$ cat src/core/adcseq_pkg.sv
/*
  adcseq_pkg: register offsets, field positions, reset values and timing
  counts for the converter sequencer.
  assumes: 32-bit APB, one register per aligned word.
*/
package adcseq_pkg;
  // ----------------------------------------
  // register byte offsets
  // ----------------------------------------
  localparam logic [7:0] ADCSEQ_CTRL0_OFS = 8'h00;
  localparam logic [7:0] ADCSEQ_CTRL1_OFS = 8'h04;
  localparam logic [7:0] ADCSEQ_RESL_OFS = 8'h08;
  localparam logic [7:0] ADCSEQ_RESH_OFS = 8'h0c;
  localparam logic [7:0] ADCSEQ_FLAG_OFS = 8'h10;
  localparam logic [7:0] ADCSEQ_PORT_OFS = 8'h14;
  // ----------------------------------------
  // control 0 fields: on, go, channel select
  // ----------------------------------------
  localparam int ADCSEQ_ON_BIT = 0;
  localparam int ADCSEQ_GO_BIT = 2;
  localparam int ADCSEQ_CHS_LSB = 4;
  // ----------------------------------------
  // control 1 fields: port config, justify, clock select
  // ----------------------------------------
  localparam int ADCSEQ_PCFG_LSB = 1;
  localparam int ADCSEQ_JUST_BIT = 5;
  localparam int ADCSEQ_CS_LSB = 6;
  // ----------------------------------------
  // flag register fields
  // ----------------------------------------
  localparam int ADCSEQ_DONE_BIT = 0;
  localparam int ADCSEQ_IRQEN_BIT = 1;
  // ----------------------------------------
  // reset values
  // ----------------------------------------
  localparam logic [7:0] ADCSEQ_CTRL0_RST = 8'h00;
  localparam logic [7:0] ADCSEQ_CTRL1_RST = 8'h00;
  // ----------------------------------------
  // clock select codes and bit period lengths
  // ----------------------------------------
  localparam logic [1:0] ADCSEQ_CS_DIV8 = 2'h0;
  localparam logic [1:0] ADCSEQ_CS_DIV32 = 2'h1;
  localparam logic [1:0] ADCSEQ_CS_DIV64 = 2'h2;
  localparam logic [1:0] ADCSEQ_CS_RC = 2'h3;
  localparam int ADCSEQ_TOSC_DIV8 = 8;
  localparam int ADCSEQ_TOSC_DIV32 = 32;
  localparam int ADCSEQ_TOSC_DIV64 = 64;
  // ----------------------------------------
  // conversion timing in bit periods
  // ----------------------------------------
  localparam int ADCSEQ_RES_BITS = 10;
  localparam int ADCSEQ_CONV_TAD = 12;
  localparam int ADCSEQ_HOLD_TAD = 2;
  // instruction cycle is four oscillator periods
  localparam int ADCSEQ_TCY_TOSC = 4;
endpackage

$ cat src/core/adcseq_tad_gen.sv
/*
  adcseq_tad_gen: bit period tick generator for the conversion sequencer.
  assumes: rc_tick is already synchronous to the oscillator clock.
*/
`timescale 1ns/1ps
module adcseq_tad_gen (
  // clock and reset
  input wire logic clk,
  input wire logic rst,
  // control
  input wire logic run,
  input wire logic [1:0] sel,
  input wire logic rc_tick,
  // bit period tick
  output logic tick
);
  import adcseq_pkg::*;

  logic [6:0] cnt_ff;
  logic [6:0] nxt_cnt;
  logic [6:0] last;
  wire wrap = (cnt_ff == last);

  // period minus one for each oscillator divide
  assign last = (sel == ADCSEQ_CS_DIV8) ? 7'(ADCSEQ_TOSC_DIV8 - 1) :
                (sel == ADCSEQ_CS_DIV32) ? 7'(ADCSEQ_TOSC_DIV32 - 1) : 7'(ADCSEQ_TOSC_DIV64 - 1);
  assign nxt_cnt = (!run || wrap) ? 7'h00 : cnt_ff + 7'h01;
  assign tick = run && ((sel == ADCSEQ_CS_RC) ? rc_tick : wrap);

  always_ff @(posedge clk) begin
    if (rst) begin
      cnt_ff <= 7'h00;
    end else begin
      cnt_ff <= nxt_cnt;
    end
  end
endmodule

$ cat src/core/adcseq_top.sv
/*
  adcseq_top: control of a 10-bit successive-approximation converter with
  an APB register file, bit clock select, abort, justification and sleep.
  assumes: REF_CLK is the oscillator; RC_CLK_PIN is a slow free-running
  internal RC clock seen as a level and synchronised here; the comparator
  answer settles within one bit period; sleep comes from the core.
*/
// Notes on behaviour
// - a conversion lasts twelve bit periods.
// - clock select 00/01/10 give 8/32/64 oscillator periods, 11 the RC.
// - port reads return zero on analog configured pins.
// - the multiplexer converts a selected pin even if digital.
// - clearing go aborts; result pair keeps its old value.
// - after abort wait one to two bit periods, then acquire again.
// - first segment after go lasts one instruction cycle to one bit period.
// - result is loaded left or right justified, zero filled.
// - while disabled the result bytes are plain read/write storage.
// - at completion go clears and the done flag sets.
// - sleep conversion only with the RC clock selected.
// - with RC clock, wait one instruction cycle after go.
// - sleep completion wakes if enabled, else powers down, on bit kept.
// - sleep with non-RC clock aborts and powers down, on bit kept.
// - after completion hold two bit periods before acquisition.
// - reset clears the registers, turns off and aborts.
`timescale 1ns/1ps
module adcseq_top (
  // clock and reset
  input wire logic REF_CLK,
  input wire logic RESET,
  // apb slave
  input wire logic PSEL,
  input wire logic PENABLE,
  input wire logic PWRITE,
  input wire logic [7:0] PADDR,
  input wire logic [31:0] PWDATA,
  output logic [31:0] PRDATA,
  output logic PREADY,
  output logic PSLVERR,
  // core side
  input wire logic SLEEP_REQ,
  input wire logic [15:0] PORT_PIN_LEVEL,
  input wire logic RC_CLK_PIN,
  output logic WAKE,
  // analog side
  input wire logic COMPARATOR_HIGH,
  output logic [3:0] CHANNEL_SELECT,
  output logic SAMPLE_CONNECT,
  output logic ANALOG_POWER,
  output logic [9:0] DAC_CODE
);
  import adcseq_pkg::*;

  typedef enum {
    ADCSEQ_IDLE, ADCSEQ_FIRST, ADCSEQ_CONV, ADCSEQ_HOLD
  } adcseq_state_t;

  // ----------------------------------------
  // registers
  // ----------------------------------------
  logic on_ff, go_ff, just_ff, done_ff, irqen_ff, pwrdn_ff, wake_ff;
  logic [3:0] chs_ff;
  logic [2:0] pcfg_ff;
  logic pcfg0_ff;
  logic [1:0] cs_ff;
  logic [7:0] resl_ff, resh_ff;
  logic [9:0] sar_ff, trial_ff;
  logic [3:0] bits_ff;
  logic [1:0] hold_ff;
  logic [1:0] tcy_ff;
  logic [31:0] prdata_ff;
  logic pready_ff, pslverr_ff;
  logic [15:0] pin_s1_ff, pin_s2_ff;
  logic cmp_s1_ff, cmp_s2_ff;
  logic rc_s1_ff, rc_s2_ff, rc_s3_ff;
  logic sleep_s1_ff, sleep_s2_ff;
  adcseq_state_t state_ff, nxt_state;

  // ----------------------------------------
  // bus decode
  // ----------------------------------------
  // one wait state: setup, access with pready low, then pready high
  wire acc = PSEL && PENABLE && !pready_ff;
  wire wr = acc && PWRITE;
  wire rd = acc && !PWRITE;
  wire hit_c0 = (PADDR == ADCSEQ_CTRL0_OFS);
  wire hit_c1 = (PADDR == ADCSEQ_CTRL1_OFS);
  wire hit_rl = (PADDR == ADCSEQ_RESL_OFS);
  wire hit_rh = (PADDR == ADCSEQ_RESH_OFS);
  wire hit_fl = (PADDR == ADCSEQ_FLAG_OFS);
  wire hit_pt = (PADDR == ADCSEQ_PORT_OFS);
  wire mapped = hit_c0 || hit_c1 || hit_rl || hit_rh || hit_fl || hit_pt;
  wire wr_c0 = wr && hit_c0;
  wire wr_go = wr_c0 && PWDATA[ADCSEQ_GO_BIT];
  wire wr_go_clr = wr_c0 && !PWDATA[ADCSEQ_GO_BIT];
  wire wr_on = PWDATA[ADCSEQ_ON_BIT];

  // ----------------------------------------
  // synchronisers and tick sources
  // ----------------------------------------
  wire sleeping = sleep_s2_ff;
  wire rc_sel = (cs_ff == ADCSEQ_CS_RC);
  wire rc_tick = rc_s2_ff && !rc_s3_ff;
  wire busy = (state_ff != ADCSEQ_IDLE);
  wire tick;

  adcseq_tad_gen u_tad (
    .clk(REF_CLK),
    .rst(RESET),
    .run(busy),
    .sel(cs_ff),
    .rc_tick(rc_tick),
    .tick(tick)
  );

  // ----------------------------------------
  // analog pin map: in each byte, pins at or above the config threshold go digital
  // ----------------------------------------
  logic [15:0] analog_mask;
  genvar gi;
  generate
    for (gi = 0; gi < 8; gi = gi + 1) begin : g_map
      assign analog_mask[gi] = (gi < 7 - pcfg_ff) || (pcfg_ff == 3'h0);
      assign analog_mask[gi + 8] = (gi < 7 - pcfg_ff) || (pcfg_ff == 3'h0);
    end
  endgenerate
  wire [15:0] port_read = pin_s2_ff & ~analog_mask;

  // ----------------------------------------
  // sequencer
  // ----------------------------------------
  // sleep with an oscillator clock kills the conversion
  wire sleep_abort = sleeping && !rc_sel && busy && go_ff;
  wire abort = (wr_go_clr && go_ff && busy) || sleep_abort;
  // first segment: one instruction cycle with RC, else until first tick
  wire first_done = rc_sel ? (tcy_ff == 2'(ADCSEQ_TCY_TOSC - 1)) : tick;
  wire last_bit = (bits_ff == 4'h0);
  wire finish = (state_ff == ADCSEQ_CONV) && tick && last_bit && go_ff;
  wire [9:0] result = sar_ff | (cmp_s2_ff ? trial_ff : 10'h000);
  wire start = wr_go && on_ff && !busy && (!sleeping || rc_sel);
  // oscillator clocks stop converting in sleep
  wire may_run = !sleeping || rc_sel;

  always_comb begin
    nxt_state = state_ff;
    case (state_ff)
      ADCSEQ_IDLE: if (start && may_run) nxt_state = ADCSEQ_FIRST;
      ADCSEQ_FIRST: if (abort) nxt_state = ADCSEQ_HOLD;
        else if (first_done) nxt_state = ADCSEQ_CONV;
      ADCSEQ_CONV: if (abort || finish) nxt_state = ADCSEQ_HOLD;
      ADCSEQ_HOLD: if (tick && hold_ff == 2'(ADCSEQ_HOLD_TAD - 1)) nxt_state = ADCSEQ_IDLE;
      default: nxt_state = ADCSEQ_IDLE;
    endcase
    if (!on_ff) nxt_state = ADCSEQ_IDLE;
  end

  always_ff @(posedge REF_CLK) begin
    if (RESET) begin
      state_ff <= ADCSEQ_IDLE;
      sar_ff <= 10'h000;
      trial_ff <= 10'h000;
      bits_ff <= 4'h0;
      hold_ff <= 2'h0;
      tcy_ff <= 2'h0;
    end else begin
      state_ff <= nxt_state;
      tcy_ff <= (state_ff == ADCSEQ_FIRST) ? tcy_ff + 2'h1 : 2'h0;
      hold_ff <= (state_ff != ADCSEQ_HOLD) ? 2'h0 : (tick ? hold_ff + 2'h1 : hold_ff);
      if (state_ff == ADCSEQ_FIRST) begin
        sar_ff <= 10'h000;
        trial_ff <= 10'h200;
        // twelve periods: first segment, ten decisions, one more to load
        bits_ff <= 4'(ADCSEQ_CONV_TAD - 2);
      end else if (state_ff == ADCSEQ_CONV && tick) begin
        // msb first, one decision per period
        if (bits_ff > 4'(ADCSEQ_CONV_TAD - 2 - ADCSEQ_RES_BITS)) begin
          sar_ff <= result;
          trial_ff <= trial_ff >> 1;
        end
        bits_ff <= bits_ff - 4'h1;
      end
    end
  end

  // ----------------------------------------
  // control and result registers
  // ----------------------------------------
  wire [15:0] packed_res = just_ff ? {6'h00, sar_ff} : {sar_ff, 6'h00};

  always_ff @(posedge REF_CLK) begin
    if (RESET) begin
      on_ff <= ADCSEQ_CTRL0_RST[ADCSEQ_ON_BIT];
      go_ff <= ADCSEQ_CTRL0_RST[ADCSEQ_GO_BIT];
      chs_ff <= ADCSEQ_CTRL0_RST[ADCSEQ_CHS_LSB +: 4];
      pcfg0_ff <= ADCSEQ_CTRL1_RST[0];
      pcfg_ff <= ADCSEQ_CTRL1_RST[ADCSEQ_PCFG_LSB +: 3];
      just_ff <= ADCSEQ_CTRL1_RST[ADCSEQ_JUST_BIT];
      cs_ff <= ADCSEQ_CTRL1_RST[ADCSEQ_CS_LSB +: 2];
      done_ff <= 1'b0;
      irqen_ff <= 1'b0;
      pwrdn_ff <= 1'b0;
      wake_ff <= 1'b0;
      resl_ff <= 8'h00;
      resh_ff <= 8'h00;
    end else begin
      if (wr_c0) begin
        on_ff <= wr_on;
        chs_ff <= PWDATA[ADCSEQ_CHS_LSB +: 4];
      end
      // go sets only if already on and idle
      if (finish || abort || (wr_c0 && !wr_on)) begin
        go_ff <= 1'b0;
      end else if (start) begin
        go_ff <= 1'b1;
      end
      if (wr && hit_c1) begin
        pcfg0_ff <= PWDATA[0];
        pcfg_ff <= PWDATA[ADCSEQ_PCFG_LSB +: 3];
        just_ff <= PWDATA[ADCSEQ_JUST_BIT];
        cs_ff <= PWDATA[ADCSEQ_CS_LSB +: 2];
      end
      if (wr && hit_fl) begin
        irqen_ff <= PWDATA[ADCSEQ_IRQEN_BIT];
      end
      // set wins over a software clear
      if (finish) begin
        done_ff <= 1'b1;
      end else if (wr && hit_fl) begin
        done_ff <= PWDATA[ADCSEQ_DONE_BIT];
      end
      // result pair loaded only on completion
      if (finish) begin
        resl_ff <= packed_res[7:0];
        resh_ff <= packed_res[15:8];
      end else begin
        // plain storage while off
        if (wr && hit_rl) resl_ff <= PWDATA[7:0];
        if (wr && hit_rh) resh_ff <= PWDATA[7:0];
      end
      if (!on_ff || !sleeping) begin
        pwrdn_ff <= 1'b0;
      end else if (!rc_sel || (finish && !irqen_ff)) begin
        pwrdn_ff <= 1'b1;
      end
      wake_ff <= finish && irqen_ff && sleeping;
    end
  end

  // ----------------------------------------
  // read mux and bus answer
  // ----------------------------------------
  wire [31:0] rd_c0 = {24'h0, chs_ff, 1'b0, go_ff, 1'b0, on_ff};
  wire [31:0] rd_c1 = {24'h0, cs_ff, just_ff, 1'b0, pcfg_ff, pcfg0_ff};
  wire [31:0] rd_fl = {30'h0, irqen_ff, done_ff};
  wire [31:0] rd_mux = hit_c0 ? rd_c0 : hit_c1 ? rd_c1 : hit_rl ? {24'h0, resl_ff} :
                       hit_rh ? {24'h0, resh_ff} : hit_fl ? rd_fl :
                       hit_pt ? {16'h0, port_read} : 32'h0;

  always_ff @(posedge REF_CLK) begin
    if (RESET) begin
      pready_ff <= 1'b0;
      pslverr_ff <= 1'b0;
      prdata_ff <= 32'h0;
    end else begin
      pready_ff <= acc;
      pslverr_ff <= acc && !mapped;
      prdata_ff <= rd ? rd_mux : 32'h0;
    end
  end

  // ----------------------------------------
  // synchronisers
  // ----------------------------------------
  always_ff @(posedge REF_CLK) begin
    if (RESET) begin
      pin_s1_ff <= 16'h0;
      pin_s2_ff <= 16'h0;
      cmp_s1_ff <= 1'b0;
      cmp_s2_ff <= 1'b0;
      rc_s1_ff <= 1'b0;
      rc_s2_ff <= 1'b0;
      rc_s3_ff <= 1'b0;
      sleep_s1_ff <= 1'b0;
      sleep_s2_ff <= 1'b0;
    end else begin
      pin_s1_ff <= PORT_PIN_LEVEL;
      pin_s2_ff <= pin_s1_ff;
      cmp_s1_ff <= COMPARATOR_HIGH;
      cmp_s2_ff <= cmp_s1_ff;
      rc_s1_ff <= RC_CLK_PIN;
      rc_s2_ff <= rc_s1_ff;
      rc_s3_ff <= rc_s2_ff;
      sleep_s1_ff <= SLEEP_REQ;
      sleep_s2_ff <= sleep_s1_ff;
    end
  end

  // ----------------------------------------
  // analog outputs, all registered
  // ----------------------------------------
  logic [3:0] chsel_ff;
  logic samp_ff, apwr_ff;
  logic [9:0] dac_ff;
  always_ff @(posedge REF_CLK) begin
    if (RESET) begin
      chsel_ff <= 4'h0;
      samp_ff <= 1'b0;
      apwr_ff <= 1'b0;
      dac_ff <= 10'h000;
    end else begin
      // selection ignores pin direction and digital config
      chsel_ff <= chs_ff;
      // capacitor tracks only when idle and powered
      samp_ff <= on_ff && !pwrdn_ff && (nxt_state == ADCSEQ_IDLE);
      apwr_ff <= on_ff && !pwrdn_ff;
      dac_ff <= sar_ff | trial_ff;
    end
  end

  assign PRDATA = prdata_ff;
  assign PREADY = pready_ff;
  assign PSLVERR = pslverr_ff;
  assign WAKE = wake_ff;
  assign CHANNEL_SELECT = chsel_ff;
  assign SAMPLE_CONNECT = samp_ff;
  assign ANALOG_POWER = apwr_ff;
  assign DAC_CODE = dac_ff;
endmodule

$ cat config.mk
export PLATFORM = sky130hd
export DESIGN_NAME = adcseq_top
export DESIGN_NICKNAME = d
export VERILOG_FILES = /design/src/core/adcseq_pkg.sv /design/src/core/adcseq_tad_gen.sv /design/src/core/adcseq_top.sv
export SDC_FILE = /design/constraint.sdc
export NUM_CORES = 1
export LEC_CHECK = 0
export ABC_AREA = 1
export BUFFER_PORTS_ARGS = -buffer_cell sky130_fd_sc_hd__buf_4
export CORE_MARGIN = 2
export CORE_UTILIZATION = 50
export DETAILED_ROUTE_END_ITERATION = 7
export PLACE_DENSITY = 0.75
export SLEW_MARGIN = 20
export SYNTH_ARGS = -nofsm -noshare
export SYNTH_HDL_FRONTEND = slang
export SYNTH_SLANG_ARGS = --single-unit
$ cat constraint.sdc
create_clock -name REF_CLK -period 1.6 [get_ports REF_CLK]
set_input_delay 0.08 -clock REF_CLK [delete_from_list [all_inputs] [get_ports REF_CLK]]
set_output_delay 0.08 -clock REF_CLK [all_outputs]
set_load 0.05 [all_outputs]
==> key figures, run 1 <==
Drt
  – Avg WL per Cell: 13.7 microns
  – Remaining DRCs: 0
  – Number of DRC violations after detailed-routing iteration 0: 587
  – Via density per instance: slightly below 5
  – Via count: 6,058
  – Drt total wl: between 15,000 and 20,000 microns
  – First-pass iteration count of the detailed router: 8
  – Count of nets left with antenna violations after detail routing: 0

Critical path
  – Max FO, Critical Path: 5
  – Start of the worst register-to-register path: state_ff[12]
  – Type of the setup path with the least slack: register to register
  – Cell depth of the worst flop-to-flop path: 14
  – Required time worst endpoint: 1.96 ns
  – Crit path arrival time: 2.21 ns
  – CP startpoint kind: register
  – R2R Setup Slk: -0.25 ns
  – Reg2Reg Capture Point: bits_ff[3]
  – Critical Path Sink Type: register

GRT
  – Maximum number of pins on one net before global-route repair: 54
  – Via count of the first global-routing pass: 5,602
  – First-pass GRT wire length: 26,500 microns
  – All-layer global routing usage: 23.5%
  – Congestion Overflow GR: 0
  – Antenna violations before repair: 0

Logic synthesis
  – Distinct cells, synth: 41
  – Top cell type's share of synthesized area: 52.3%
  – Count of warnings emitted by yosys: 0
  – Synth async-reset ratio: 0%
  – Cell types with the highest counts after synthesis: sky130_fd_sc_hd__dfxtp_1 (173), sky130_fd_sc_hd__nor2_1 (138), sky130_fd_sc_hd__nand2_1 (122), sky130_fd_sc_hd__inv_1 (111), sky130_fd_sc_hd__o21ai_0 (43)
  – Gate Count Post-Synth: 820
  – Most instantiated flip-flop cell in the synthesis netlist: sky130_fd_sc_hd__dfxtp_1
  – Register area share after synthesis: 52.3%
  – Synthesized area per cell: 8.08 sq um
  – Cell with the most instances after synthesis: sky130_fd_sc_hd__dfxtp_1
  – Count of flip-flops with a built-in enable after synthesis: 0
  – Number of register bits inferred by synthesis: 173
  – Top post-synthesis cells by area: sky130_fd_sc_hd__dfxtp_1 (52%), sky130_fd_sc_hd__nor2_1 (7.8%), sky130_fd_sc_hd__nand2_1 (6.9%), sky130_fd_sc_hd__inv_1 (6.3%), sky130_fd_sc_hd__o21ai_0 (3.2%)
  – Combined area of all synthesized cells: 0.00663 sq mm
  – Cell accounting for the most synthesized area: sky130_fd_sc_hd__dfxtp_1

Timing
  – Maximum achievable frequency: 539 MHz
  – Final period demand of the worst path: about 1.9 ns
  – Worst Max-Slew Pin Slew: 0.553 ns
  – Max-slew violation count: 0
  – RSZ-0062 raised after global routing: yes
  – Fin Clk Skew: 0.0113 ns
  – Post-route fraction of the period consumed by the critical path: 116%
  – Slew headroom: 63.1%
  – Final count of hold timing violations: 0
  – Number of endpoints failing setup at the final stage: 50
  – Smallest setup slack after layout: -0.254 ns

Power and ir drop
  – Total power: 0.00902 W
  – Worst vdd ir: 0.821 mV
  – Pwr per Cell Area: 974 mW/mm^2
  – Leakage power: roughly 4 nW

CTS
  – Clock tree sinks: 173
  – Clock-pin slew reported for the worst setup and hold paths after clock tree synthesis: 0.07 ns
  – Total CTS buffers: 17
  – Htree depth: 4
  – Clock Root Buffer: sky130_fd_sc_hd__clkbuf_16
  – CTS tree: built
  – Largest buffer count on any clock path: 2
  – Clock Latency Late Sink: around 0.43 ns

Die
  – Die Footprint: around 0.014 sq mm
  – Effective utilization at floorplan: 50.6%
  – Number of placed I/O pins: 115
  – Number of core rows: 42
  – Chip height: 119 microns
  – Width of the die: 119 microns
  – Area of the placeable core: 0.0131 sq mm

Worst hold path
  – Hold Path Depth: 3
  – Worst min-delay path category: input pin to register
  – Worst Hold Endpoint: PREADY
  – Startpoint of the worst hold path: PENABLE

Placed design
  – Sum of net half-perimeters after detailed placement: 10,700 microns
  – Port Buffers: 74
  – Global placement routability congestion: 0.922
  – Count of placed standard cells including taps: 1,144

Outcome
  – Status: complete, but fails checks
  – Violations in the final reports: setup timing

Finish
  – Number of inserted diodes: 0
  – Non-filler instance count after layout: 1,224
  – Number of nets at the end of the flow: 1,103
  – Area added between synthesis and finish: 39.8%
  – Ratio of cells with drive above 1 in the final layout: 30.7%

Run
  – Max-cap viol count: 0
-- worst max-delay path, cell delays in order (launching register included) --
cell and delay [ns]:
sky130_fd_sc_hd__dfxtp_2 0.33, sky130_fd_sc_hd__nor2_2 0.11, sky130_fd_sc_hd__nand3_2 0.09, sky130_fd_sc_hd__nor2_4 0.19
sky130_fd_sc_hd__nand2_2 0.09, sky130_fd_sc_hd__nor2_4 0.14, sky130_fd_sc_hd__nor2_4 0.07, sky130_fd_sc_hd__nand2_4 0.10
sky130_fd_sc_hd__nor2_8 0.06, sky130_fd_sc_hd__buf_4 0.13, sky130_fd_sc_hd__buf_6 0.10, sky130_fd_sc_hd__buf_6 0.11
sky130_fd_sc_hd__nand3_2 0.05, sky130_fd_sc_hd__nand2_1 0.05, sky130_fd_sc_hd__a31oi_1 0.18
-- cell families (layout without fill, tap and decap cells) --
kind of cell               Yosys count  after routing  synth area share (%)
xor gates and xnor gates             4              4                 0.529
DFF                                173            173                  52.3
adders and majority gates            4              4                 0.755
buffers and inverters              162            344                  10.7
other                                1             46                0.0566
and+or+nand+nor                    356            357                  24.8
AOI/OAI and AO/OA                  120            120                  10.8
-- state kept, by name, indices dropped and copies added (netlist names), 3 cells and up --
signal          count
pin_s2_ff          16
pin_s1_ff          16
chs_ff              4
bits_ff             4
resl_ff             8
pcfg_ff             3
u_tad.cnt_ff        7
state_ff           32
PRDATA             16
sar_ff             10
CHANNEL_SELECT      4
resh_ff             8
DAC_CODE           10
trial_ff           10
-- through the flow --
step / hold WS, ns / cell area, sq um / utilization, % / worst slack (ns) / setup TNS [ns]
2_1_floorplan: 0.187 / 6830 / - / -0.0892 / -1.67
3_3_place_gp: 0.281 / 7910 / 60.5 / -0.174 / -5.21
3_5_place_dp: 0.287 / 7910 / 60.5 / -0.230 / -6.17
4_1_cts: 0.00127 / 8930 / 68.2 / -0.195 / -6.27
5_1_grt: 0.0214 / 9270 / 70.8 / -0.387 / -15.32
6_report: 0.00730 / 9270 / 70.8 / -0.254 / -8.85
-- metal layers --
layer	GRT usage (%)	routed length [microns]	share of wire, %
met1	29.6	6830	41
met2	38.5	8280	50
met3	4.50	1050	6.3
met4	11.8	546	3.3
met5	0	0	0
-- what timing repair did --
| item | in CTS | in global routing |
|---|---|---|
| gates resized for setup | 38 | 67 |
| pin swaps | 5 | 27 |
| hold buffers | 27 | 1 |
| setup endpoints to repair | 48 | 64 |
| gates cloned | 1 | 1 |
| setup buffers | 4 | 14 |
| hold endpoints to repair | 41 | 1 |
-- layout make-up --
class / instances / area, sq um
clock buffer: 17 / 425
clock inverter: 15 / 169
fill: 932 / 3820
inverter: 122 / 464
multi-input combinational: 531 / 2930
sequential: 173 / 3480
tap: 176 / 220
timing repair buffer: 190 / 1580
-- report_power, final --
part	switching [W]	internal [W]	total, W
clock network	0.00186	0.00222	0.00409
registers	0.0000435	0.00440	0.00445
logic	0.000292	0.000198	0.000490
total	0.00220	0.00682	0.00902
-- placed cells by master (no fill, tap or decap), types with 12 or more instances in the layout --
cell	count
sky130_fd_sc_hd__dlygate4sd3_1	28
sky130_fd_sc_hd__buf_6	13
sky130_fd_sc_hd__clkbuf_16	17
sky130_fd_sc_hd__nand3_1	24
sky130_fd_sc_hd__conb_1	46
sky130_fd_sc_hd__nand2_1	101
sky130_fd_sc_hd__nand4_1	18
sky130_fd_sc_hd__dfxtp_1	163
sky130_fd_sc_hd__nand2_2	20
sky130_fd_sc_hd__inv_1	111
sky130_fd_sc_hd__a21oi_1	31
sky130_fd_sc_hd__buf_4	146
sky130_fd_sc_hd__a21oi_2	24
sky130_fd_sc_hd__nor2_2	14
sky130_fd_sc_hd__o21ai_0	29
sky130_fd_sc_hd__nand3_2	20
sky130_fd_sc_hd__nor2_1	121
sky130_fd_sc_hd__a31oi_1	12
-- worst max path at each step --
stage | endpoint | slack [ns] | startpoint | cells past startpoint
2_1_floorplan | trial_ff[0] | -0.09 | u_tad.cnt_ff[1] | 14
3_3_place_gp | resh_ff[1] | -0.17 | u_tad.cnt_ff[1] | 13
3_5_place_dp | resh_ff[0] | -0.23 | state_ff[8] | 11
4_1_cts | sar_ff[9] | -0.19 | u_tad.cnt_ff[1] | 14
5_1_grt | bits_ff[2] | -0.39 | u_tad.cnt_ff[1] | 15
6_report | bits_ff[3] | -0.25 | state_ff[12] | 14
Note: power is estimated with default switching activity, not from simulation.
==> run 2, diff against run 1 <==
--- a/config.mk
+++ b/config.mk
@@ -5,12 +5,12 @@
 export SDC_FILE = /design/constraint.sdc
 export NUM_CORES = 1
 export LEC_CHECK = 0
-export ABC_AREA = 1
+export ABC_AREA = 0
 export BUFFER_PORTS_ARGS = -buffer_cell sky130_fd_sc_hd__buf_4
 export CORE_MARGIN = 2
 export CORE_UTILIZATION = 50
 export DETAILED_ROUTE_END_ITERATION = 7
-export PLACE_DENSITY = 0.75
+export PLACE_DENSITY = 0.76
 export SLEW_MARGIN = 20
 export SYNTH_ARGS = -nofsm -noshare
 export SYNTH_HDL_FRONTEND = slang
==> run 2 against run 1 <==
Utilization is 4.0 points higher; cell area is 1.8% lower; first-iteration DRC count is 3.7% lower; sequential power hardly changed; routed wire length is 4.4% higher; fmax is 16% lower; count of clock-buffer cells in the layout is 6 higher; critical path depth is 7 lower; sequential share of layout area is 0.71 points higher; the run still ends with setup timing left; worst setup slack worse by 0.34 ns; non-clock buffer count is 6 higher; clock skew is 0.0061 ns lower.
==> key figures, run 2 <==
Logic synthesis
  – Area fraction in and, or, nand and nor cells after synthesis: 21.8% (-3.0 points)
  – Register area share after synthesis: 55.1% (+2.8 points)
  – Number of register bits inferred by synthesis: 173 (unchanged)
  – Combined area of all synthesized cells: 0.00629 sq mm (-5.1%)
  – Post-synthesis adder-cell area fraction: 0.796% (+0.040 points)
  – Synth async-reset ratio: 0% (unchanged)
  – Count of flip-flops with a built-in enable after synthesis: 0 (unchanged)
  – Distinct cells, synth: 61 (+49%)
  – Main combinational cell family by area after synthesis: simple AND/OR/NAND/NOR gates
  – Synthesized area per cell: 9.97 sq um (+23%)
  – Top post-synthesis cells by area: sky130_fd_sc_hd__dfxtp_1 (55%), sky130_fd_sc_hd__nor2b_1 (4.9%), sky130_fd_sc_hd__nor2_1 (3.1%), sky130_fd_sc_hd__mux2_2 (3.0%), sky130_fd_sc_hd__nand2_1 (2.6%)
  – Compound-cell area share of the yosys netlist: 11.3% (+0.48 points)
  – Cell accounting for the most synthesized area: sky130_fd_sc_hd__dfxtp_1
  – Cell with the most instances after synthesis: sky130_fd_sc_hd__dfxtp_1
  – Area share of xor/xnor cells in the synthesized design: 0.975% (+0.45 points)
  – Share of cell area taken by muxes after synthesis: 4.95% (+5.0 points)
  – Gate Count Post-Synth: 631 (-23%)
  – Count of warnings emitted by yosys: 0 (unchanged)
  – Most instantiated flip-flop cell in the synthesis netlist: sky130_fd_sc_hd__dfxtp_1
  – Cell types with the highest counts after synthesis: sky130_fd_sc_hd__dfxtp_1 (173), sky130_fd_sc_hd__nor2_1 (52), sky130_fd_sc_hd__nor2b_1 (49), sky130_fd_sc_hd__nand2_1 (44), sky130_fd_sc_hd__nand3_1 (33)
  – Top cell type's share of synthesized area: 55.1% (+2.8 points)

Critical path
  – Reg2Reg Capture Point: sar_ff[9]
  – Crit path arrival time: 2.56 ns (+0.35 ns)
  – CP startpoint kind: register
  – Critical Path Sink Type: register
  – Cell depth of the worst flop-to-flop path: 7 (-7)
  – Required time worst endpoint: 1.97 ns (about the same)
  – Ordered list of cells on the worst path: or4_4, or3_4, buf_12, nor3_4, and4_4, buf_6, a22o_1
  – Start of the worst register-to-register path: state_ff[6]
  – Delay of the slowest critical-path stage: 0.54 ns (+0.21 ns)
  – R2R Setup Slk: -0.60 ns (-0.34 ns)
  – Cell at the slowest stage of the critical path: sky130_fd_sc_hd__or4_4
  – Max FO, Critical Path: 5 (unchanged)
  – Type of the setup path with the least slack: register to register

CTS
  – CTS tree: built
  – Clock Latency Late Sink: 0.42 ns (about the same)
  – Largest buffer count on any clock path: 2 (unchanged)
  – Total CTS buffers: 17 (unchanged)
  – Clock tree sinks: 173 (unchanged)
  – Clock-pin slew reported for the worst setup and hold paths after clock tree synthesis: 0.06 ns (about the same)
  – Htree depth: 4 (unchanged)
  – Clock Root Buffer: sky130_fd_sc_hd__clkbuf_16

Placed design
  – Count of placed standard cells including taps: 942 (-18%)
  – Sum of net half-perimeters after detailed placement: 10,300 microns (-4.1%)
  – Global placement routability congestion: 0.863 (-6.4%)
  – Port Buffers: 74 (unchanged)
  – Setup WS pre-CTS: -0.709 ns (-0.478 ns)

Power and ir drop
  – Pwr per Cell Area: 1010 mW/mm^2 (+3.9%)
  – Logic gate share of total power: 5.2% (-0.2 points)
  – Internal power consumption: 0.00733 W (+7.4%)
  – Leakage power: 3.90 nW (-2.6%)
  – Sw Share: 20.4% (-4.0 points)
  – Sequential group share of total power: 48.3% (-1.0 points)
  – Total power: 0.00921 W (+2.1%)
  – Reported net switching power: 0.00188 W (-15%)
  – Clk network pwr share: 46.5% (+1.2 points)
  – Worst vdd ir: 0.673 mV (-18%)

Finish
  – Number of flip-flops in the largest register: 32 (unchanged)
  – Leading cell type in the layout, fill and taps excluded: sky130_fd_sc_hd__dfxtp_1
  – Fillers: 756 (-19%)
  – Area added between synthesis and finish: 44.6%
  – Most flops, register: state_ff
  – Non-filler instance count after layout: 1,016 (-17%)
  – Top library cells by usage in the layout, fill and taps aside: sky130_fd_sc_hd__dfxtp_1 (164), sky130_fd_sc_hd__buf_4 (143), sky130_fd_sc_hd__nor2_1 (51)
  – Ratio of cells with drive above 1 in the final layout: 32.9% (+2.2 points)
  – Number of inserted diodes: 0 (unchanged)
  – Utilization of the core after routing: 74.8% (+4.0 points)
  – Number of nets at the end of the flow: 906 (-18%)

Die
  – Number of core rows: 40 (-4.8%)
  – Number of placed I/O pins: 115 (unchanged)
  – Width of the die: 116 microns (-2.5%)
  – Chip height: 116 microns (-2.5%)
  – Die Footprint: 0.0135 sq mm (-4.9%)
  – Area of the placeable core: 0.0122 sq mm (-7.1%)
  – Effective utilization at floorplan: 51.7% (+1.1 points)

Drt
  – Number of DRC violations after detailed-routing iteration 0: 565 (-3.7%)
  – Count of nets left with antenna violations after detail routing: 0 (unchanged)
  – Via density per instance: 5.33 (+7.6%)
  – Drt total wl: 17,400 microns (+4.4%)
  – First-pass iteration count of the detailed router: 5 (-3)
  – Avg WL per Cell: 17.2 microns (+26%)
  – Remaining DRCs: 0 (unchanged)
  – Via count: 5,412 (-11%)

GRT
  – Antenna violations before repair: 0 (unchanged)
  – First-pass GRT wire length: 26,900 microns (+1.4%)
  – Via count of the first global-routing pass: 5,481 (-2.2%)
  – Maximum number of pins on one net before global-route repair: 81 (+50%)
  – All-layer global routing usage: 26.0% (+2.5 points)
  – Congestion Overflow GR: 0 (unchanged)

Timing
  – Total negative setup slack: -25.28 ns (-16.43 ns)
  – Slew headroom: 49.9% (-13 points)
  – Fin Clk Skew: 0.00525 ns (-0.00609 ns)
  – RSZ-0062 raised after global routing: yes
  – Final count of hold timing violations: 0 (unchanged)
  – Smallest setup slack after layout: -0.599 ns (-0.344 ns)
  – Post-route fraction of the period consumed by the critical path: 137% (+22 points)
  – Number of endpoints failing setup at the final stage: 58 (+16%)
  – Maximum achievable frequency: 455 MHz (-16%)
  – Worst Max-Slew Pin Slew: 0.751 ns (+0.198 ns)
  – Max-slew violation count: 0 (unchanged)
  – Final period demand of the worst path: 2.20 ns (+0.344 ns)

Worst hold path
  – Worst Hold Endpoint: PSLVERR
  – Startpoint of the worst hold path: PENABLE
  – Hold Path Depth: 4 (+1)
  – Worst min-delay path category: input pin to register

Run
  – Max-cap viol count: 0 (unchanged)

Outcome
  – Status: complete, but fails checks
  – Violations in the final reports: setup timing
run 2: changes by cell type after synthesis, moves of 14 or more:
cell,delta
sky130_fd_sc_hd__a211oi_1,+14
sky130_fd_sc_hd__mux2_2,+17
sky130_fd_sc_hd__clkbuf_1,+14
sky130_fd_sc_hd__inv_1,-102
sky130_fd_sc_hd__a21oi_2,-19
sky130_fd_sc_hd__nor2_1,-86
sky130_fd_sc_hd__o21ai_0,-28
sky130_fd_sc_hd__nand2_1,-78
sky130_fd_sc_hd__nand3_2,-14
sky130_fd_sc_hd__nor2b_1,+49
run 2: worst max-delay path: cells and delay by family, from the launching register on:
family | cells | cell delay [ns]
AO/OA/AOI/OAI | 1 | 0.13
AND/OR/NAND/NOR | 4 | 1.45
flip-flops | 1 | 0.30
buffers and inverters | 2 | 0.27
run 2: cell type report:
class | instances | area [sq um] | area share [%]
timing repair buffer | 196 | 1690 | 18.6
clock inverter | 6 | 134 | 1.47
clock buffer | 23 | 478 | 5.25
sequential | 173 | 3480 | 38.2
inverter | 9 | 33.8 | 0.371
multi-input combinational | 441 | 3070 | 33.8
tap | 168 | 210 | 2.31
run 2: kinds of logic after synthesis:
family	after synthesis
adders and majority gates	4
AOI/OAI and AO/OA	102
other	1
DFF	173
xor gates and xnor gates	7
and+or+nand+nor	253
buffers and inverters	62
muxes	29
run 2: routing by layer:
layer / global-route usage (%) / part of all wire, % / wire (microns)
met1: 30.8 / 40 / 7000
met2: 43.9 / 50 / 8710
met5: 0 / 0 / 0
met3: 7.06 / 6.7 / 1160
met4: 12.9 / 3.3 / 573
run 2: worst max path at each step:
stage / startpoint / endpoint / slack (ns) / depth (start not counted)
floorplan: state_ff[6] / hold_ff[1] / -0.43 / 6
global placement: state_ff[10] / resh_ff[2] / -0.53 / 8
detailed placement: state_ff[17] / resh_ff[2] / -0.71 / 8
CTS: state_ff[6] / sar_ff[1] / -0.51 / 7
global route: state_ff[6] / resl_ff[2] / -0.63 / 7
finish: state_ff[6] / sar_ff[9] / -0.60 / 7
run 2: through the flow:
stage                     hold slack (ns)  cell area [sq um]
after global placement              0.293               7710
after detailed placement            0.296               7710
after floorplan                     0.165               6660
after CTS                          0.0599               8900
after global routing               0.0859               9100
final                              0.0776               9100
run 2: power by group through the flow:
stage | registers, W | clock network [W] | logic [W]
6_report | 0.00445 | 0.00428 | 0.000476
5_1_grt | 0.00445 | 0.00453 | 0.000511
4_1_cts | 0.00444 | 0.00432 | 0.000456
3_5_place_dp | 0.00453 | 0 | 0.000389
3_3_place_gp | 0.00452 | 0 | 0.000382
2_1_floorplan | 0.00453 | 0 | 0.000248
run 2: repair_timing:
action | CTS | global route
gates resized for setup | 37 | 36
pin swaps | 14 | 10
setup endpoints to repair | 58 | 61
buffers inserted | 7 | 8
hold buffers | 30 | 0
hold endpoints to repair | 34 | 0
gates cloned | 2 | 0
==> run 3, diff against run 2 <==
--- a/config.mk
+++ b/config.mk
@@ -7,10 +7,12 @@
 export LEC_CHECK = 0
 export ABC_AREA = 0
 export BUFFER_PORTS_ARGS = -buffer_cell sky130_fd_sc_hd__buf_4
+export CELL_PAD_IN_SITES_DETAIL_PLACEMENT = 0
+export CELL_PAD_IN_SITES_GLOBAL_PLACEMENT = 1
 export CORE_MARGIN = 2
-export CORE_UTILIZATION = 50
+export CORE_UTILIZATION = 38
 export DETAILED_ROUTE_END_ITERATION = 7
-export PLACE_DENSITY = 0.76
+export PLACE_DENSITY = 0.75
 export SLEW_MARGIN = 20
 export SYNTH_ARGS = -nofsm -noshare
 export SYNTH_HDL_FRONTEND = slang
==> run 3 against run 2 <==
The run still ends with setup timing left; largest cell class unchanged; critical endpoint is now sar_ff[1]; clock power down 7.2%; cell area up 0.59%; clock skew up 0.0049 ns.
==> key figures, run 3 (synthesized netlist as in run 2, its figures left out) <==
Die
  – Number of core rows: 47 (+18%)
  – Number of placed I/O pins: 115 (unchanged)
  – Area of the placeable core: 0.0164 sq mm (+35%)
  – Die Footprint: 0.0176 sq mm (+30%)
  – Effective utilization at floorplan: 38.3% (-13 points)
  – Width of the die: 133 microns (+14%)
  – Chip height: 133 microns (+14%)

Critical path
  – Required time worst endpoint: 1.98 ns (about the same)
  – Max FO, Critical Path: 5 (unchanged)
  – CP startpoint kind: register
  – Start of the worst register-to-register path: state_ff[8]
  – Type of the setup path with the least slack: register to register
  – Reg2Reg Capture Point: sar_ff[1]
  – Critical Path Sink Type: register
  – Cell depth of the worst flop-to-flop path: 8 (+1)
  – R2R Setup Slk: -0.45 ns (+0.15 ns)
  – Crit path arrival time: 2.43 ns (-0.13 ns)

Finish
  – Final Instance Area: 0.00915 sq mm (+0.59%)
  – Fillers: 1,414 (+87%)
  – Leading cell type in the layout, fill and taps excluded: sky130_fd_sc_hd__dfxtp_1
  – Ratio of cells with drive above 1 in the final layout: 34.0% (+1.1 points)
  – Non-filler instance count after layout: 1,065 (+4.8%)
  – Number of nets at the end of the flow: 900 (-0.66%)
  – Most flops, register: state_ff
  – Number of flip-flops in the largest register: 32 (unchanged)
  – Area added between synthesis and finish: 45.5%
  – Top library cells by usage in the layout, fill and taps aside: sky130_fd_sc_hd__dfxtp_1 (166), sky130_fd_sc_hd__buf_4 (131), sky130_fd_sc_hd__nor2b_1 (49)
  – Number of inserted diodes: 0 (unchanged)

CTS
  – Clock-pin slew reported for the worst setup and hold paths after clock tree synthesis: 0.07 ns (about the same)
  – Largest buffer count on any clock path: 2 (unchanged)
  – Clock Root Buffer: sky130_fd_sc_hd__clkbuf_16
  – Total CTS buffers: 17 (unchanged)
  – Htree depth: 4 (unchanged)
  – Clock tree sinks: 173 (unchanged)
  – CTS tree: built
  – Clock Latency Late Sink: 0.43 ns (about the same)

GRT
  – All-layer global routing usage: 18.0% (-8.0 points)
  – Maximum number of pins on one net before global-route repair: 74 (-8.6%)
  – Antenna violations before repair: 0 (unchanged)
  – First-pass GRT wire length: 25,100 microns (-6.5%)
  – Congestion Overflow GR: 0 (unchanged)
  – Via count of the first global-routing pass: 5,010 (-8.6%)

Worst hold path
  – Hold Path Depth: 4 (unchanged)
  – Worst Hold Endpoint: PSLVERR
  – Worst min-delay path category: input pin to register
  – Startpoint of the worst hold path: PENABLE

Power and ir drop
  – Internal power consumption: 0.00668 W (-8.9%)
  – Clk network pwr share: 44.7% (-1.8 points)
  – Logic gate share of total power: 5.3% (about the same)
  – Leakage power: 3.87 nW (-0.73%)
  – Reported net switching power: 0.00220 W (+17%)
  – Pwr per Cell Area: 969 mW/mm^2 (-4.2%)
  – Total power: 0.00887 W (-3.6%)
  – Sequential group share of total power: 50.0% (+1.7 points)
  – Sw Share: 24.7% (+4.3 points)
  – Worst vdd ir: 0.819 mV (+22%)

Placed design
  – Port Buffers: 74 (unchanged)
  – Global placement routability congestion: 0.838 (-2.8%)
  – Count of placed standard cells including taps: 983 (+4.4%)
  – Sum of net half-perimeters after detailed placement: 10,000 microns (-2.7%)
  – Dpl cell area: 0.00769 sq mm (-0.23%)

Drt
  – Count of nets left with antenna violations after detail routing: 0 (unchanged)
  – Via density per instance: 4.81 (-9.8%)
  – Drt total wl: 15,800 microns (-9.6%)
  – Number of DRC violations after detailed-routing iteration 0: 289 (-49%)
  – First-pass iteration count of the detailed router: 4 (-1)
  – Remaining DRCs: 0 (unchanged)
  – Via count: 5,119 (-5.4%)
  – Avg WL per Cell: 14.8 microns (-14%)

Timing
  – Fin Clk Skew: 0.0101 ns (+0.00489 ns)
  – Worst Max-Slew Pin Slew: 0.727 ns (-0.0238 ns)
  – RSZ-0062 raised after global routing: yes
  – Post-route fraction of the period consumed by the critical path: 128% (-9.2 points)
  – Number of endpoints failing setup at the final stage: 58 (unchanged)
  – Slew headroom: 51.4% (+1.6 points)
  – Smallest setup slack after layout: -0.452 ns (+0.147 ns)
  – Max-slew violation count: 0 (unchanged)
  – Final count of hold timing violations: 0 (unchanged)
  – Final period demand of the worst path: 2.05 ns (-0.147 ns)
  – Maximum achievable frequency: 487 MHz (+7.2%)

Outcome
  – Status: complete, but fails checks
  – Violations in the final reports: setup timing

Run
  – Max-cap viol count: 0 (unchanged)
==> run 3: changes by cell type in the layout (fill, tap and decap cells not counted), moves of 4 or more <==
| cell | before | now |
|---|---|---|
| sky130_fd_sc_hd__bufinv_16 | 4 | 0 |
| sky130_fd_sc_hd__buf_4 | 143 | 131 |
| sky130_fd_sc_hd__inv_8 | 0 | 4 |
| sky130_fd_sc_hd__nand3_1 | 23 | 16 |
| sky130_fd_sc_hd__nand3_2 | 9 | 16 |
| sky130_fd_sc_hd__nor2_1 | 51 | 47 |
| sky130_fd_sc_hd__nor2_2 | 1 | 5 |
| sky130_fd_sc_hd__clkinv_4 | 0 | 4 |
==> run 3: worst max path at each step <==
| stage | end | depth (start not counted) | slack, ns | startpoint |
|---|---|---|---|---|
| 5_1_grt | sar_ff[0] | 8 | -0.56 | state_ff[29] |
| 2_1_floorplan | hold_ff[1] | 6 | -0.43 | state_ff[6] |
| 4_1_cts | sar_ff[3] | 7 | -0.42 | state_ff[6] |
| 6_report | sar_ff[1] | 8 | -0.45 | state_ff[8] |
| 3_3_place_gp | resh_ff[3] | 8 | -0.54 | state_ff[10] |
| 3_5_place_dp | resh_ff[3] | 8 | -0.60 | state_ff[17] |
==> run 3: stage by stage <==
| step | TNS [ns] | setup slack, ns | hold WS [ns] | util, % |
|---|---|---|---|---|
| 3_5_place_dp | -26.65 | -0.601 | 0.281 | 46.9 |
| 2_1_floorplan | -14.69 | -0.428 | 0.165 | - |
| 3_3_place_gp | -25.51 | -0.539 | 0.276 | 46.9 |
| 6_report | -21.42 | -0.452 | 0.0398 | 55.8 |
| 4_1_cts | -20.28 | -0.423 | 0.0184 | 55.2 |
| 5_1_grt | -28.15 | -0.561 | 0.0562 | 55.8 |
==> run 3: critical path, stage by stage (launching register included) <==
cell	delay, ns
sky130_fd_sc_hd__dfxtp_1	0.31
sky130_fd_sc_hd__nor4_2	0.28
sky130_fd_sc_hd__nand4_1	0.19
sky130_fd_sc_hd__or3_4	0.45
sky130_fd_sc_hd__buf_6	0.14
sky130_fd_sc_hd__nor3_4	0.14
sky130_fd_sc_hd__and4_4	0.26
sky130_fd_sc_hd__buf_6	0.11
sky130_fd_sc_hd__a22o_1	0.12
==> run 3: area by class of cell <==
class	count	area, sq um	area share (%)
clock buffers	17	425	4.65
clock inverters	15	151	1.65
multi-input cells	444	3170	34.6
repair buffers	187	1620	17.7
flip-flops and latches	173	3470	38.0
inverters	9	33.8	0.369
well taps	220	275	3.01
==> run 3: power by group through the flow <==
stage,combinational [W],clock (W),sequential (W)
floorplan,0.000248,0,0.00453
global placement,0.000385,0,0.00452
detailed placement,0.000390,0,0.00453
CTS,0.000457,0.00407,0.00443
global route,0.000508,0.00426,0.00444
finish,0.000469,0.00397,0.00443
==> run 3: metal layers <==
layer  wire length (microns)  global-route usage [%]
met1                    7450                    23.9
met3                     585                    4.18
met2                    7520                    28.8
met5                       0                       0
met4                     221                    6.45
==> run 3: timing repair <==
action,in CTS,in global routing
gates cloned,5,0
hold endpoints to repair,34,0
setup buffers,16,1
endpoints found under the setup margin,59,61
pin swaps,25,15
hold buffers,29,0
resized for setup,65,25
